**src/hdl/irq_wake_pkg.sv**
```systemverilog
// Constants for the serial port interrupt and wake logic
package irq_wake_pkg;
    // Register byte offsets
    localparam logic [7:0] OFS_STATUS = 8'h00;
    localparam logic [7:0] OFS_CTRL1  = 8'h04;
    localparam logic [7:0] OFS_CTRL2  = 8'h08;
    localparam logic [7:0] OFS_DATA   = 8'h0c;
    localparam logic [7:0] OFS_BAUD   = 8'h10;
    localparam logic [7:0] OFS_IRQCTL = 8'h14;
    // Status bits
    localparam int ST_TXE   = 0;
    localparam int ST_TXI   = 1;
    localparam int ST_AVAIL = 2;
    localparam int ST_OVR   = 3;
    localparam int ST_WAKE  = 4;
    // Control one bits
    localparam int C1_NINE   = 0;
    localparam int C1_PARITY = 1;
    localparam int C1_UNIT   = 2;
    // Control two bits
    localparam int C2_TXE_EN = 0;
    localparam int C2_TXI_EN = 1;
    localparam int C2_RX_EN  = 2;
    localparam int C2_ADDR   = 3;
    localparam int C2_RCV_ON = 4;
    localparam int C2_WAKE   = 5;
    // Interrupt control bits
    localparam int IC_GLOBAL = 0;
    localparam int IC_PORT   = 1;
    // Reset values
    localparam logic [2:0] CTRL1_RST  = 3'h0;
    localparam logic [5:0] CTRL2_RST  = 6'h00;
    localparam logic [7:0] BAUD_RST   = 8'h00;
    localparam logic [1:0] IRQCTL_RST = 2'h0;
    // Wake recovery time and clock
    localparam int CLK_HZ       = 20_000_000;
    localparam int WAKE_REC_NS  = 1000;
    localparam int WAKE_REC_CYC =
        (WAKE_REC_NS * (CLK_HZ / 1_000_000) + 999) / 1000;
    // Wake sequencer states
    typedef enum logic [1:0] {
        W_IDLE  = 2'b01,
        W_RECOV = 2'b10
    } wake_state_t;
endpackage : irq_wake_pkg

```
**src/hdl/irq_wake.sv**
```systemverilog
// Serial port interrupt, address detect and wake-up block
// Functional notes
// - six conditions feed one port request
// - request is an active-low pulse
// - own transmit enables, shared receive enable
// - status flags read-only, set by port
// - address detect interrupts without own flag
// - receive falling edge wakes when clock off
// - address mode needs top bit set
// - without address mode every word interrupts
// - transmitter freezes while clock off
// - receiver holds while clock off
// - registers unchanged across idle or sleep
// - wake armed by four bits, clock off
// - received data discarded during recovery
// - without enables wake only, no interrupt
// - wake interrupt waits for recovery end
// - vector needs global, port, stack room
// - avail cleared by status then data read
// - overrun interrupts through receive enable
module irq_wake
    import irq_wake_pkg::*;
#(
    parameter int REC_CYC = WAKE_REC_CYC  // Wake recovery cycles
) (
    input  wire logic       clk,          // 20 MHz clock
    input  wire logic       rstn,         // Sync reset, low
    input  wire logic       wb_cyc_i,     // Bus cycle
    input  wire logic       wb_stb_i,     // Bus strobe
    input  wire logic       wb_we_i,      // Write enable
    input  wire logic [7:0] wb_adr_i,     // Byte address
    input  wire logic [3:0] wb_sel_i,     // Byte selects
    input  wire logic [31:0] wb_dat_i,    // Write data
    output logic      [31:0] wb_dat_o,    // Read data
    output logic            wb_ack_o,     // Acknowledge
    input  wire logic       rx_pin,       // Receive line
    input  wire logic       fast_clk_on,  // Fast clock running
    input  wire logic       stack_full,   // Return stack full
    input  wire logic       tx_empty,     // Tx data reg empty
    input  wire logic       tx_idle,      // Transmitter idle
    input  wire logic       rx_word_done, // Word received pulse
    input  wire logic [8:0] rx_word,      // Received word
    output logic            irq_n,        // Port request, low
    output logic            wake_req,     // Wake pulse
    output logic            core_hold,    // Freeze tx and rx
    output logic            rx_discard,   // Drop received data
    output logic [7:0]      baud_div,     // Baud divider
    output logic            nine_bit_select, // Nine-bit words
    output logic            parity_on     // Parity enable
);

    // Software registers
    logic [2:0] ctrl1_q;
    logic [5:0] ctrl2_q;
    logic [7:0] baud_q;
    logic [1:0] irqctl_q;
    logic [8:0] data_q;
    logic       avail_q;
    logic       ovr_q;
    logic       seen_q;
    // Bus answer
    logic        ack_q;
    logic [31:0] rdat_q;
    // Pin synchroniser and level
    logic       rx_s1_q;
    logic       rx_s2_q;
    logic       rx_s3_q;
    logic       rx_lvl_q;
    // Transmit level history
    logic       txe_prev_q;
    logic       txi_prev_q;
    // Wake sequencer
    wake_state_t wst_q;
    wake_state_t wst_d;
    logic [15:0] rec_cnt_q;
    logic [15:0] rec_cnt_d;
    logic        wake_irq_q;
    // Output flops
    logic       irq_n_q;
    logic       wake_req_q;
    logic       hold_q;
    logic       discard_q;

    // Top received bit picks bit 8 or bit 7
    function automatic logic top_bit(input logic nine, input logic [8:0] w);
        top_bit = nine ? w[8] : w[7];
    endfunction : top_bit

    // Field decode
    wire addr_mode    = ctrl2_q[C2_ADDR];
    wire rx_irq_en    = ctrl2_q[C2_RX_EN];
    wire wake_en      = ctrl2_q[C2_WAKE];
    wire receiver_on  = ctrl2_q[C2_RCV_ON];
    wire serial_unit_on = ctrl1_q[C1_UNIT];
    wire global_irq_en  = irqctl_q[IC_GLOBAL];
    wire port_irq_en    = irqctl_q[IC_PORT];

    // Bus decode; the answer comes one cycle after the request
    wire req      = wb_cyc_i & wb_stb_i & ~ack_q;
    wire wr       = req & wb_we_i & wb_sel_i[0];
    wire rd       = req & ~wb_we_i;
    wire hit_st   = wb_adr_i == OFS_STATUS;
    wire hit_c1   = wb_adr_i == OFS_CTRL1;
    wire hit_c2   = wb_adr_i == OFS_CTRL2;
    wire hit_data = wb_adr_i == OFS_DATA;
    wire hit_baud = wb_adr_i == OFS_BAUD;
    wire hit_ic   = wb_adr_i == OFS_IRQCTL;

    // Recovery window blocks new words
    // drop during recovery
    wire in_recov = wst_q == W_RECOV;
    wire word_ok  = rx_word_done & ~in_recov & ~hold_q;

    // Status then data read clears the receive flags
    // ordered clear
    wire st_access = req & hit_st;
    wire data_rd   = rd & hit_data & seen_q;

    // Status word, built from live state
    logic [4:0] status_w;
    assign status_w[ST_TXE]   = tx_empty;
    assign status_w[ST_TXI]   = tx_idle;
    assign status_w[ST_AVAIL] = avail_q;
    assign status_w[ST_OVR]   = ovr_q;
    assign status_w[ST_WAKE]  = in_recov;

    // Read data select, unmapped reads as zero
    wire [31:0] rsel =
        hit_st   ? {27'h0, status_w} :
        hit_c1   ? {29'h0, ctrl1_q}  :
        hit_c2   ? {26'h0, ctrl2_q}  :
        hit_data ? {23'h0, data_q}   :
        hit_baud ? {24'h0, baud_q}   :
        hit_ic   ? {30'h0, irqctl_q} : 32'h0;

    // Pin edge: level moves only when stages two and three agree
    wire rx_agree = rx_s2_q == rx_s3_q;
    wire rx_fall  = rx_agree & ~rx_s3_q & rx_lvl_q;

    wire wake_armed = wake_en & serial_unit_on & receiver_on
                    & rx_irq_en & ~fast_clk_on;
    wire wake_hit = wake_armed & rx_fall & (wst_q == W_IDLE);

    // Interrupt sources
    // own transmit enables
    wire ev_txe = ctrl2_q[C2_TXE_EN] & tx_empty & ~txe_prev_q;
    wire ev_txi = ctrl2_q[C2_TXI_EN] & tx_idle & ~txi_prev_q;
    wire is_addr = top_bit(ctrl1_q[C1_NINE], rx_word);
    wire ev_rx   = rx_irq_en & word_ok & (~addr_mode | is_addr);
    wire ev_ovr  = rx_irq_en & word_ok & avail_q;
    wire ev_addr = addr_mode & word_ok & is_addr;
    wire rec_end = in_recov & (rec_cnt_q == 16'h0000);
    wire ev_wake = rec_end & wake_irq_q;

    wire any_ev = ev_txe | ev_txi | ev_rx | ev_ovr | ev_addr | ev_wake;
    wire vec_ok = global_irq_en & port_irq_en & ~stack_full;

    // Wake sequencer next state
    always_comb begin
        wst_d     = wst_q;
        rec_cnt_d = rec_cnt_q;
        case (wst_q)
            W_IDLE: begin
                if (wake_hit) begin
                    wst_d     = W_RECOV;
                    rec_cnt_d = 16'(REC_CYC - 1);
                end
            end
            W_RECOV: begin
                // Count only once the fast clock is back
                if (rec_cnt_q == 16'h0000) begin
                    wst_d = W_IDLE;
                end else if (fast_clk_on) begin
                    rec_cnt_d = rec_cnt_q - 16'h0001;
                end
            end
            default: begin
                wst_d     = W_IDLE;
                rec_cnt_d = 16'h0000;
            end
        endcase
    end

    // Wake sequencer state
    always_ff @(posedge clk) begin
        if (!rstn) begin
            wst_q     <= W_IDLE;
            rec_cnt_q <= 16'h0000;
        end else begin
            wst_q     <= wst_d;
            rec_cnt_q <= rec_cnt_d;
        end
    end

    always_ff @(posedge clk) begin
        if (!rstn) begin
            wake_irq_q <= 1'b0;
        end else if (wake_hit) begin
            wake_irq_q <= global_irq_en & port_irq_en;
        end else if (rec_end) begin
            wake_irq_q <= 1'b0;
        end
    end

    // Pin synchroniser, three stages
    always_ff @(posedge clk) begin
        if (!rstn) begin
            rx_s1_q  <= 1'b1;
            rx_s2_q  <= 1'b1;
            rx_s3_q  <= 1'b1;
            rx_lvl_q <= 1'b1;
        end else begin
            rx_s1_q <= rx_pin;
            rx_s2_q <= rx_s1_q;
            rx_s3_q <= rx_s2_q;
            if (rx_agree) begin
                rx_lvl_q <= rx_s3_q;
            end
        end
    end

    // Transmit level history for edge-based events
    always_ff @(posedge clk) begin
        if (!rstn) begin
            txe_prev_q <= 1'b0;
            txi_prev_q <= 1'b0;
        end else begin
            txe_prev_q <= tx_empty;
            txi_prev_q <= tx_idle;
        end
    end

    // Control registers; writes only, clock gating never touches them
    // contents kept
    always_ff @(posedge clk) begin
        if (!rstn) begin
            ctrl1_q  <= CTRL1_RST;
            ctrl2_q  <= CTRL2_RST;
            baud_q   <= BAUD_RST;
            irqctl_q <= IRQCTL_RST;
        end else if (wr) begin
            if (hit_c1) ctrl1_q <= wb_dat_i[2:0];
            if (hit_c2) ctrl2_q <= wb_dat_i[5:0];
            if (hit_baud) baud_q <= wb_dat_i[7:0];
            if (hit_ic) irqctl_q <= wb_dat_i[1:0];
        end
    end

    // Receive flags; a new word beats a same-cycle clear
    // flags set by port only
    always_ff @(posedge clk) begin
        if (!rstn) begin
            data_q  <= 9'h000;
            avail_q <= 1'b0;
            ovr_q   <= 1'b0;
            seen_q  <= 1'b0;
        end else begin
            if (word_ok & ~avail_q) begin
                data_q <= rx_word;
            end
            if (word_ok) begin
                avail_q <= 1'b1;
            end else if (data_rd) begin
                avail_q <= 1'b0;
            end
            if (word_ok & avail_q) begin
                ovr_q <= 1'b1;
            end else if (data_rd) begin
                ovr_q <= 1'b0;
            end
            if (st_access) begin
                seen_q <= 1'b1;
            end else if (data_rd) begin
                seen_q <= 1'b0;
            end
        end
    end

    // Bus answer; every request is acked, unmapped included
    always_ff @(posedge clk) begin
        if (!rstn) begin
            ack_q  <= 1'b0;
            rdat_q <= 32'h0;
        end else begin
            ack_q  <= req;
            rdat_q <= rd ? rsel : 32'h0;
        end
    end

    always_ff @(posedge clk) begin
        if (!rstn) begin
            irq_n_q    <= 1'b1;
            wake_req_q <= 1'b0;
        end else begin
            irq_n_q    <= ~(any_ev & vec_ok);
            wake_req_q <= wake_hit;
        end
    end

    always_ff @(posedge clk) begin
        if (!rstn) begin
            hold_q    <= 1'b0;
            discard_q <= 1'b0;
        end else begin
            hold_q    <= ~fast_clk_on;
            discard_q <= wst_d == W_RECOV;
        end
    end

    // Outputs straight from flops
    assign wb_ack_o        = ack_q;
    assign wb_dat_o        = rdat_q;
    assign irq_n           = irq_n_q;
    assign wake_req        = wake_req_q;
    assign core_hold       = hold_q;
    assign rx_discard      = discard_q;
    assign baud_div        = baud_q;
    assign nine_bit_select = ctrl1_q[C1_NINE];
    assign parity_on       = ctrl1_q[C1_PARITY];

endmodule : irq_wake

```
**config.mk**
```make
export PLATFORM = sky130hd
export DESIGN_NAME = irq_wake
export DESIGN_NICKNAME = d
export VERILOG_FILES = /design/src/hdl/irq_wake_pkg.sv /design/src/hdl/irq_wake.sv
export SDC_FILE = /design/constraint.sdc
export NUM_CORES = 1
export LEC_CHECK = 0
export ABC_AREA = 1
export ABC_CLOCK_PERIOD_IN_PS = 2650
export BUFFER_PORTS_ARGS = -buffer_cell sky130_fd_sc_hd__clkbuf_2
export CAP_MARGIN = 20
export CORE_MARGIN = 2
export CORE_UTILIZATION = 50
export CTS_BUF_LIST = sky130_fd_sc_hd__clkbuf_2 sky130_fd_sc_hd__clkbuf_4 sky130_fd_sc_hd__clkbuf_8
export DETAILED_ROUTE_END_ITERATION = 10
export PLACE_DENSITY_LB_ADDON = 0.08
export SETUP_SLACK_MARGIN = 0.5
export SYNTH_ARGS = -nofsm -noshare
export SYNTH_HDL_FRONTEND = slang
export SYNTH_SLANG_ARGS = --single-unit
export TNS_END_PERCENT = 100
```
**constraint.sdc**
```tcl
create_clock -name clk -period 2.65 [get_ports clk]
set_clock_uncertainty 0.1 [all_clocks]
set_input_delay 0.3975 -clock clk [delete_from_list [all_inputs] [get_ports clk]]
set_output_delay 0.3975 -clock clk [all_outputs]
set_load 0.01 [all_outputs]
```
==> results of run 1 <==
-- flip-flops by register name, summed over array words and instances (netlist names), 2 cells and up --
register   flops
ctrl1_q        3
ctrl2_q        6
wst_q          2
rec_cnt_q     16
irqctl_q       2
data_q         9
wb_dat_o       9
baud_div       8
-- Yosys cell counts --
| master | n | area (sq um) |
|---|---|---|
| nor3_1 | 6 | 30.0 |
| nor2_1 | 102 | 383 |
| a41oi_1 | 2 | 17.5 |
| a211oi_1 | 1 | 7.51 |
| nand4_1 | 11 | 68.8 |
| nor3_4 | 1 | 16.3 |
| a21oi_2 | 1 | 8.76 |
| clkinv_1 | 1 | 3.75 |
| nand3b_1 | 1 | 7.51 |
| o21bai_1 | 2 | 15.0 |
| o21ai_0 | 40 | 200 |
| a21oi_1 | 23 | 115 |
| nand3_1 | 25 | 125 |
| dfxtp_1 | 70 | 1400 |
| nor2_2 | 5 | 31.3 |
| clkbuf_1 | 4 | 15.0 |
| nand2_2 | 3 | 18.8 |
| nor2_4 | 2 | 22.5 |
| inv_2 | 5 | 18.8 |
| nor4_1 | 1 | 6.26 |
| ha_1 | 4 | 50.1 |
| inv_1 | 54 | 203 |
| nand2_4 | 2 | 22.5 |
| or2_2 | 2 | 12.5 |
| buf_4 | 23 | 173 |
| conb_1 | 1 | 3.75 |
| o22ai_1 | 1 | 6.26 |
| o31ai_1 | 1 | 7.51 |
| o211ai_1 | 1 | 7.51 |
| nand3_4 | 1 | 17.5 |
| buf_1 | 1 | 3.75 |
| buf_6 | 1 | 11.3 |
| a22oi_1 | 1 | 7.51 |
| a31oi_1 | 1 | 6.26 |
| o21ai_1 | 3 | 15.0 |
| nand2_1 | 90 | 338 |
| buf_2 | 1 | 5.00 |
-- layout make-up --
class	count	area, sq um	share of cell area
flip-flops and latches	70	1400	0.363
well taps	80	100	0.0259
clock buffers	10	138	0.0356
inverters	60	225	0.0583
repair buffers	61	308	0.0796
multi-input cells	356	1660	0.428
clock inverters	6	37.5	0.00971
-- path summary, 6_finish.rpt --
| kind | start | end | slack, ps | depth (start not counted) |
|---|---|---|---|---|
| worst min-delay path | rx_pin | rx_s1_q | 130 | 2 |
| worst max register to register | wst_q[0] | rec_cnt_q[8] | 720 | 10 |
| worst max-delay path | wst_q[0] | rec_cnt_q[8] | 720 | 10 |
| worst min register to register | rx_s1_q | rx_s2_q | 320 | 1 |
-- through the flow --
| step | hold WS, ps | total power [W] | cells | area (sq um) |
|---|---|---|---|---|
| 6_report | 130 | 0.00231 | 643 | 3860 |
| 5_1_grt | 123 | 0.00245 | 643 | 3860 |
| 4_1_cts | 125 | 0.00233 | 643 | 3860 |
| 3_5_place_dp | 303 | 0.00157 | 627 | 3680 |
| 3_3_place_gp | 300 | 0.00155 | 627 | 3680 |
| 2_1_floorplan | 293 | 0.00149 | 516 | 3480 |
-- critical path: cells and delay by family, from the launching register on --
family / cells / cell delay [ps]
flip-flops: 1 / 370
adder cells (fa/ha/maj): 1 / 320
buffers and inverters: 3 / 390
AND/OR/NAND/NOR: 6 / 660
-- layer usage --
| layer | GRT usage | vias up |
|---|---|---|
| li1 | - | 1657 |
| met1 | 0.267 | 1422 |
| met2 | 0.380 | 64 |
| met3 | 0.0600 | 12 |
| met4 | 0.102 | 0 |
| met5 | 0 | - |
-- logic make-up (layout without fill, tap and decap cells) --
group,after synthesis,after routing,synth area share
and+or+nand+nor,252,252,0.323
other,1,23,0.00110
AOI/OAI and AO/OA,77,77,0.122
adders and majority gates,4,4,0.0147
DFF,70,70,0.412
buffers and inverters,90,137,0.127
-- report_power, final --
part           total [W]  switching (W)  internal, W
clock network   0.000771       0.000411     0.000359
registers        0.00112      0.0000297      0.00109
logic           0.000420       0.000286     0.000134
total            0.00231       0.000727      0.00159
==> impl_metrics.xml, run 1 <==
<?xml version="1.0" encoding="UTF-8"?>
<metrics>
  <group name="routing">
    <metric name="routed_via_density" unit="">4.91</metric>
    <metric name="dr_total_vias" unit="">3155</metric>
    <metric name="highest-signal-layer" unit="">met4</metric>
    <metric name="drc" unit="">0</metric>
    <metric name="wl_met1" unit="mm">3.49</metric>
    <metric name="wl" unit="mm">7.88</metric>
    <metric name="first_pass_iters" unit="">4</metric>
    <metric name="ant_nets" unit="">0</metric>
    <metric name="wl_met2" unit="mm">3.94</metric>
    <metric name="route.met3.wl" unit="um">331</metric>
    <metric name="detailedRoute.firstIterationViolations" unit="">93</metric>
    <metric name="drt-wirelength-per-cell" unit="um">12.3</metric>
  </group>
  <group name="sta">
    <metric name="timing.final.max_slew_violations" unit="">0</metric>
    <metric name="worst-slew-pin-transition" unit="ps">598</metric>
    <metric name="tns" unit="ps">0</metric>
    <metric name="final-setup-viol-count" unit="">0</metric>
    <metric name="finalHoldViolCount" unit="">0</metric>
    <metric name="final_min_period_over_clock_period" unit="">0.730</metric>
    <metric name="max_frequency" unit="MHz">517</metric>
    <metric name="rsz0062_at_grt" unit="">no</metric>
    <metric name="min_period" unit="ps">1930</metric>
    <metric name="worst_case_headroom_to_the_max_slew_limit" unit="">0.600</metric>
    <metric name="post-route-worst-setup-slack" unit="ps">716</metric>
  </group>
  <group name="global_route">
    <metric name="first_global_vias" unit="">2982</metric>
    <metric name="initial_antenna_violation_count" unit="">0</metric>
    <metric name="gr-total-overflow" unit="">0</metric>
    <metric name="global_route_wire_length_before_repair" unit="mm">13.2</metric>
    <metric name="grtUsageTotal" unit="">0.225</metric>
    <metric name="grt_start_max_net_pins" unit="">30</metric>
  </group>
  <group name="clocking">
    <metric name="htree_levels" unit="">3</metric>
    <metric name="clock_buffer_depth" unit="">2</metric>
    <metric name="numCtsBuffers" unit="">9</metric>
    <metric name="postCtsSetupBuffers" unit="">0</metric>
    <metric name="path_clk_slew" unit="ps">80</metric>
    <metric name="ctsResizeCount" unit="">0</metric>
    <metric name="hold_buffers" unit="">0</metric>
    <metric name="clkLatencyLatePin" unit="ps">350</metric>
    <metric name="numClockSinks" unit="">70</metric>
    <metric name="clk_root_buffer_cell" unit="">clkbuf_8</metric>
    <metric name="tritoncts" unit="">yes</metric>
  </group>
  <group name="final_layout">
    <metric name="layout_common_cells" unit="">102 x nor2_1, 90 x nand2_1, 70 x dfxtp_1</metric>
    <metric name="antenna-diode-count" unit="">0</metric>
    <metric name="final_core_utilization" unit="">0.578</metric>
    <metric name="num-nets-final" unit="">626</metric>
    <metric name="mostFrequentLayoutCell" unit="">nor2_1</metric>
    <metric name="fillerInstances" unit="">689</metric>
    <metric name="fraction_of_final_layout_cells_with_drive_strength_greater_than_1" unit="">0.178</metric>
    <metric name="area_delta_synth_final" unit="%">13.6</metric>
  </group>
  <group name="synth">
    <metric name="synth_cell_types" unit="">37</metric>
    <metric name="postSynthCellCount" unit="">494</metric>
    <metric name="post_synth_instance_area" unit="sq mm">0.00340</metric>
    <metric name="ys_seq_elements" unit="">70</metric>
    <metric name="synth_warnings" unit="">0</metric>
    <metric name="ys_seq_area_frac" unit="">0.412</metric>
    <metric name="avgSynthCellArea" unit="sq um">6.89</metric>
  </group>
  <group name="critical_path">
    <metric name="timing.critical_path.cells" unit="">inv_1 -&gt; ha_1 -&gt; inv_1 -&gt; nand2_1 -&gt; nand2_4 -&gt; nand2_4 -&gt; inv_2 -&gt; nand3_1 -&gt; nand2_1 -&gt; nor2_1</metric>
    <metric name="worstPathMaxFanout" unit="">18</metric>
    <metric name="arrival_worst_endpoint" unit="ps">2080</metric>
    <metric name="critical_path_class" unit="">reg -&gt; reg</metric>
    <metric name="slowest_stage" unit="">dfxtp_1</metric>
    <metric name="critical-path-max-stage-delay" unit="ps">370</metric>
    <metric name="end_kind" unit="">flip-flop</metric>
    <metric name="worst_ep_required_time" unit="ps">2790</metric>
    <metric name="setup.worst_path.start_class" unit="">flip-flop</metric>
  </group>
  <group name="die">
    <metric name="die_area" unit="sq mm">0.00748</metric>
    <metric name="width_of_the_die" unit="um">86.5</metric>
    <metric name="floorplan.die.height" unit="um">86.5</metric>
    <metric name="core" unit="sq mm">0.00668</metric>
    <metric name="initial_core_util" unit="">0.509</metric>
    <metric name="fp-row-count" unit="">30</metric>
    <metric name="ioPinCount" unit="">111</metric>
  </group>
  <group name="place">
    <metric name="place.detailed.hpwl" unit="mm">6.08</metric>
    <metric name="place.gp.congestion" unit="">0.824</metric>
    <metric name="port_buffers" unit="">60</metric>
    <metric name="place_worst_setup_slack" unit="ps">689</metric>
  </group>
  <group name="min_path">
    <metric name="min_path_type" unit="">in -&gt; reg</metric>
  </group>
  <group name="status">
    <metric name="status" unit="">completed</metric>
  </group>
  <group name="power">
    <metric name="vdd_ir_drop_max" unit="uV">277</metric>
    <metric name="total_leakage_power" unit="nW">1.82</metric>
    <metric name="power-per-cell-area" unit="mW/mm^2">599</metric>
  </group>
  <group name="flow_run">
    <metric name="maxCapViolations" unit="">0</metric>
  </group>
</metrics>
Note: power is estimated with default switching activity, not from simulation.
==> run 2, diff against run 1 <==
ABC_AREA = 0   (was 1)
ABC_CLOCK_PERIOD_IN_PS = 1860   (was 2650)
clock period = 1.86 ns   (was 2.65 ns; I/O delays follow)
==> impl_metrics.xml, run 2 <==
<?xml version="1.0" encoding="UTF-8"?>
<metrics>
  <group name="global_route">
    <metric name="initial_antenna_violation_count" unit="">0</metric>
    <metric name="grtUsageTotal" unit="">0.251</metric>
    <metric name="gr-total-overflow" unit="">0</metric>
    <metric name="global_route_wire_length_before_repair" unit="mm">14.6</metric>
    <metric name="first_global_vias" unit="">3132</metric>
    <metric name="grt_start_max_net_pins" unit="">31</metric>
  </group>
  <group name="min_path">
    <metric name="hold-path-cell-count" unit="">2</metric>
    <metric name="min_path_type" unit="">in -&gt; reg</metric>
  </group>
  <group name="final_layout">
    <metric name="area_delta_synth_final" unit="%">39.4</metric>
    <metric name="fillerInstances" unit="">532</metric>
    <metric name="top_register" unit="">rec_cnt_q</metric>
    <metric name="final_core_utilization" unit="">0.716</metric>
    <metric name="antenna-diode-count" unit="">0</metric>
    <metric name="num-nets-final" unit="">584</metric>
    <metric name="layout_common_cells" unit="">64 x dfxtp_1, 57 x clkbuf_2, 51 x nand2_1</metric>
    <metric name="number_of_flip_flops_under_the_largest_register_name" unit="">16</metric>
    <metric name="fraction_of_final_layout_cells_with_drive_strength_greater_than_1" unit="">0.417</metric>
    <metric name="mostFrequentLayoutCell" unit="">dfxtp_1</metric>
  </group>
  <group name="sta">
    <metric name="finalHoldViolCount" unit="">0</metric>
    <metric name="final_min_period_over_clock_period" unit="">1.17</metric>
    <metric name="timing.final.max_slew_violations" unit="">0</metric>
    <metric name="tns" unit="ps">-4750</metric>
    <metric name="max_frequency" unit="MHz">460</metric>
    <metric name="min_period" unit="ps">2170</metric>
    <metric name="final-setup-viol-count" unit="">20</metric>
    <metric name="rsz0062_at_grt" unit="">yes</metric>
    <metric name="post-route-worst-setup-slack" unit="ps">-313</metric>
  </group>
  <group name="status">
    <metric name="status" unit="">finished, violations left</metric>
    <metric name="failing_checks" unit="">negative setup slack</metric>
  </group>
  <group name="critical_path">
    <metric name="reg2reg_depth" unit="">9</metric>
    <metric name="setup.worst_path.start_class" unit="">flip-flop</metric>
    <metric name="critical_path_class" unit="">reg -&gt; reg</metric>
    <metric name="end_kind" unit="">flip-flop</metric>
    <metric name="worst_ep_required_time" unit="ps">2010</metric>
    <metric name="slowest_stage" unit="">or4_4</metric>
    <metric name="critical_path.top_delay_family" unit="">simple AND/OR/NAND/NOR gates</metric>
    <metric name="rrSetupSlack" unit="ps">-310</metric>
    <metric name="critical-path-max-stage-delay" unit="ps">450</metric>
    <metric name="timing.critical_path.cells" unit="">inv_2 -&gt; ha_4 -&gt; or3b_4 -&gt; or4_4 -&gt; buf_4 -&gt; buf_6 -&gt; o21ai_1 -&gt; mux2i_1 -&gt; and2_1</metric>
    <metric name="worstPathMaxFanout" unit="">3</metric>
    <metric name="arrival_worst_endpoint" unit="ps">2320</metric>
    <metric name="timing.critical_path.buf_inv" unit="">3</metric>
    <metric name="critical_path_depth" unit="">9</metric>
  </group>
  <group name="die">
    <metric name="die_area" unit="sq mm">0.00758</metric>
    <metric name="ioPinCount" unit="">111</metric>
    <metric name="fp-row-count" unit="">30</metric>
    <metric name="core" unit="sq mm">0.00672</metric>
    <metric name="floorplan.die.height" unit="um">87.1</metric>
    <metric name="width_of_the_die" unit="um">87.1</metric>
    <metric name="initial_core_util" unit="">0.514</metric>
  </group>
  <group name="clocking">
    <metric name="path_clk_slew" unit="ps">80</metric>
    <metric name="clkLatencyLatePin" unit="ps">350</metric>
    <metric name="numClockSinks" unit="">70</metric>
    <metric name="clk_root_buffer_cell" unit="">clkbuf_8</metric>
    <metric name="numCtsBuffers" unit="">9</metric>
    <metric name="clock_buffer_depth" unit="">2</metric>
    <metric name="htree_levels" unit="">3</metric>
    <metric name="tritoncts" unit="">yes</metric>
  </group>
  <group name="routing">
    <metric name="dr_total_vias" unit="">3280</metric>
    <metric name="detailedRoute.firstIterationViolations" unit="">190</metric>
    <metric name="first_pass_iters" unit="">5</metric>
    <metric name="ant_nets" unit="">0</metric>
    <metric name="routed_via_density" unit="">5.46</metric>
    <metric name="wl" unit="mm">9.39</metric>
    <metric name="drt-wirelength-per-cell" unit="um">15.6</metric>
    <metric name="drc" unit="">0</metric>
  </group>
  <group name="power">
    <metric name="total_leakage_power" unit="nW">2.07</metric>
    <metric name="vdd_ir_drop_max" unit="uV">691</metric>
    <metric name="total_power" unit="W">0.00340</metric>
    <metric name="power-per-cell-area" unit="mW/mm^2">707</metric>
  </group>
  <group name="synth">
    <metric name="ys_seq_elements" unit="">70</metric>
    <metric name="post-synth-top-area-cell" unit="">dfxtp_1</metric>
    <metric name="ys_seq_area_frac" unit="">0.406</metric>
    <metric name="synth_cell_types" unit="">60</metric>
    <metric name="synth.most_common_cell" unit="">dfxtp_1</metric>
    <metric name="synth_enable_flop_cells" unit="">0</metric>
    <metric name="postSynth.asyncResetShare" unit="">0</metric>
    <metric name="synthTopCellsByCount" unit="">70 x dfxtp_1, 55 x nand2_1, 23 x buf_4, 23 x nor2b_1</metric>
    <metric name="post_synth_instance_area" unit="sq mm">0.00345</metric>
    <metric name="synth_warnings" unit="">0</metric>
    <metric name="postSynthCellCount" unit="">400</metric>
    <metric name="area_share_of_the_largest_cell_type_after_synthesis" unit="">0.406</metric>
    <metric name="netlist_top_cells_area" unit="">dfxtp_1 41%, nand2_1 6.0%, buf_4 5.0%, nor2b_1 4.2%, a21boi_0 4.1%</metric>
    <metric name="dominantRegCellSynth" unit="">dfxtp_1</metric>
    <metric name="avgSynthCellArea" unit="sq um">8.63</metric>
  </group>
  <group name="place">
    <metric name="place.detailed.hpwl" unit="mm">6.44</metric>
    <metric name="place.gp.congestion" unit="">0.901</metric>
    <metric name="port_buffers" unit="">60</metric>
  </group>
  <group name="flow_run">
    <metric name="maxCapViolations" unit="">0</metric>
  </group>
</metrics>
[run 2: cell types whose count changed in the layout (fill, tap and decap cells not counted), moves of 23 or more]
cell / change
nor2_1: -85
inv_1: -47
buf_4: +46
nand2_1: -39
o21ai_0: -33
nand3_1: -23
[run 2: repair_timing]
action,4_1_cts,5_1_grt
resized for setup,56,28
pin swaps,33,26
hold buffers,1,0
setup buffers,14,6
setup endpoints to repair,61,62
cloned,2,0
hold endpoints to repair,1,0
[run 2: power breakdown]
part	internal, W	switching [W]	total (W)
sequential	0.00153	0.0000268	0.00156
clock	0.000633	0.000648	0.00128
combinational	0.000274	0.000290	0.000564
total	0.00244	0.000964	0.00340
[run 2: layout make-up]
cell class | instances | area, sq um | share of cell area
multi-input combinational | 300 | 2190 | 0.454
sequential | 70 | 1410 | 0.293
timing repair buffer | 125 | 877 | 0.182
tap | 80 | 100 | 0.0208
clock inverter | 7 | 78.8 | 0.0164
clock buffer | 9 | 124 | 0.0257
inverter | 10 | 37.5 | 0.00780
[run 2: path summary, 6_finish.rpt]
| kind | start | to |
|---|---|---|
| worst max register to register | rec_cnt_q[1] | wake_irq_q |
| worst min register to register | rx_s1_q | rx_s2_q |
| worst min-delay path | stack_full | irq_n |
| worst max-delay path | rec_cnt_q[1] | wake_irq_q |
[run 2: routing by layer]
layer  share of wire  wire (um)  GRT usage  vias to the layer above
li1                -          -          -                     1604
met1            0.44       4090      0.327                     1535
met2            0.48       4550      0.400                      124
met3           0.060        567     0.0550                       17
met4           0.019        175      0.106                        0
met5               0          0          0                        -
[run 2: cell families after synthesis]
| kind of cell | share of synthesized area |
|---|---|
| flip-flops | 0.406 |
| AO/OA/AOI/OAI | 0.190 |
| AND/OR/NAND/NOR | 0.253 |
| other | 0.00109 |
| buffers and inverters | 0.0859 |
| XOR/XNOR | 0.00254 |
| multiplexers | 0.0475 |
| adder cells (fa/ha/maj) | 0.0145 |
[run 2: per-stage QoR]
step | hold WS, ps | instances | instance area (sq um) | setup slack (ps)
after CTS | 12.6 | 595 | 4670 | -285
final | 25.7 | 601 | 4810 | -313
after global placement | 291 | 562 | 4130 | -229
after global routing | 25.0 | 601 | 4810 | -373
after floorplan | 251 | 422 | 3690 | -277
after detailed placement | 292 | 562 | 4130 | -278
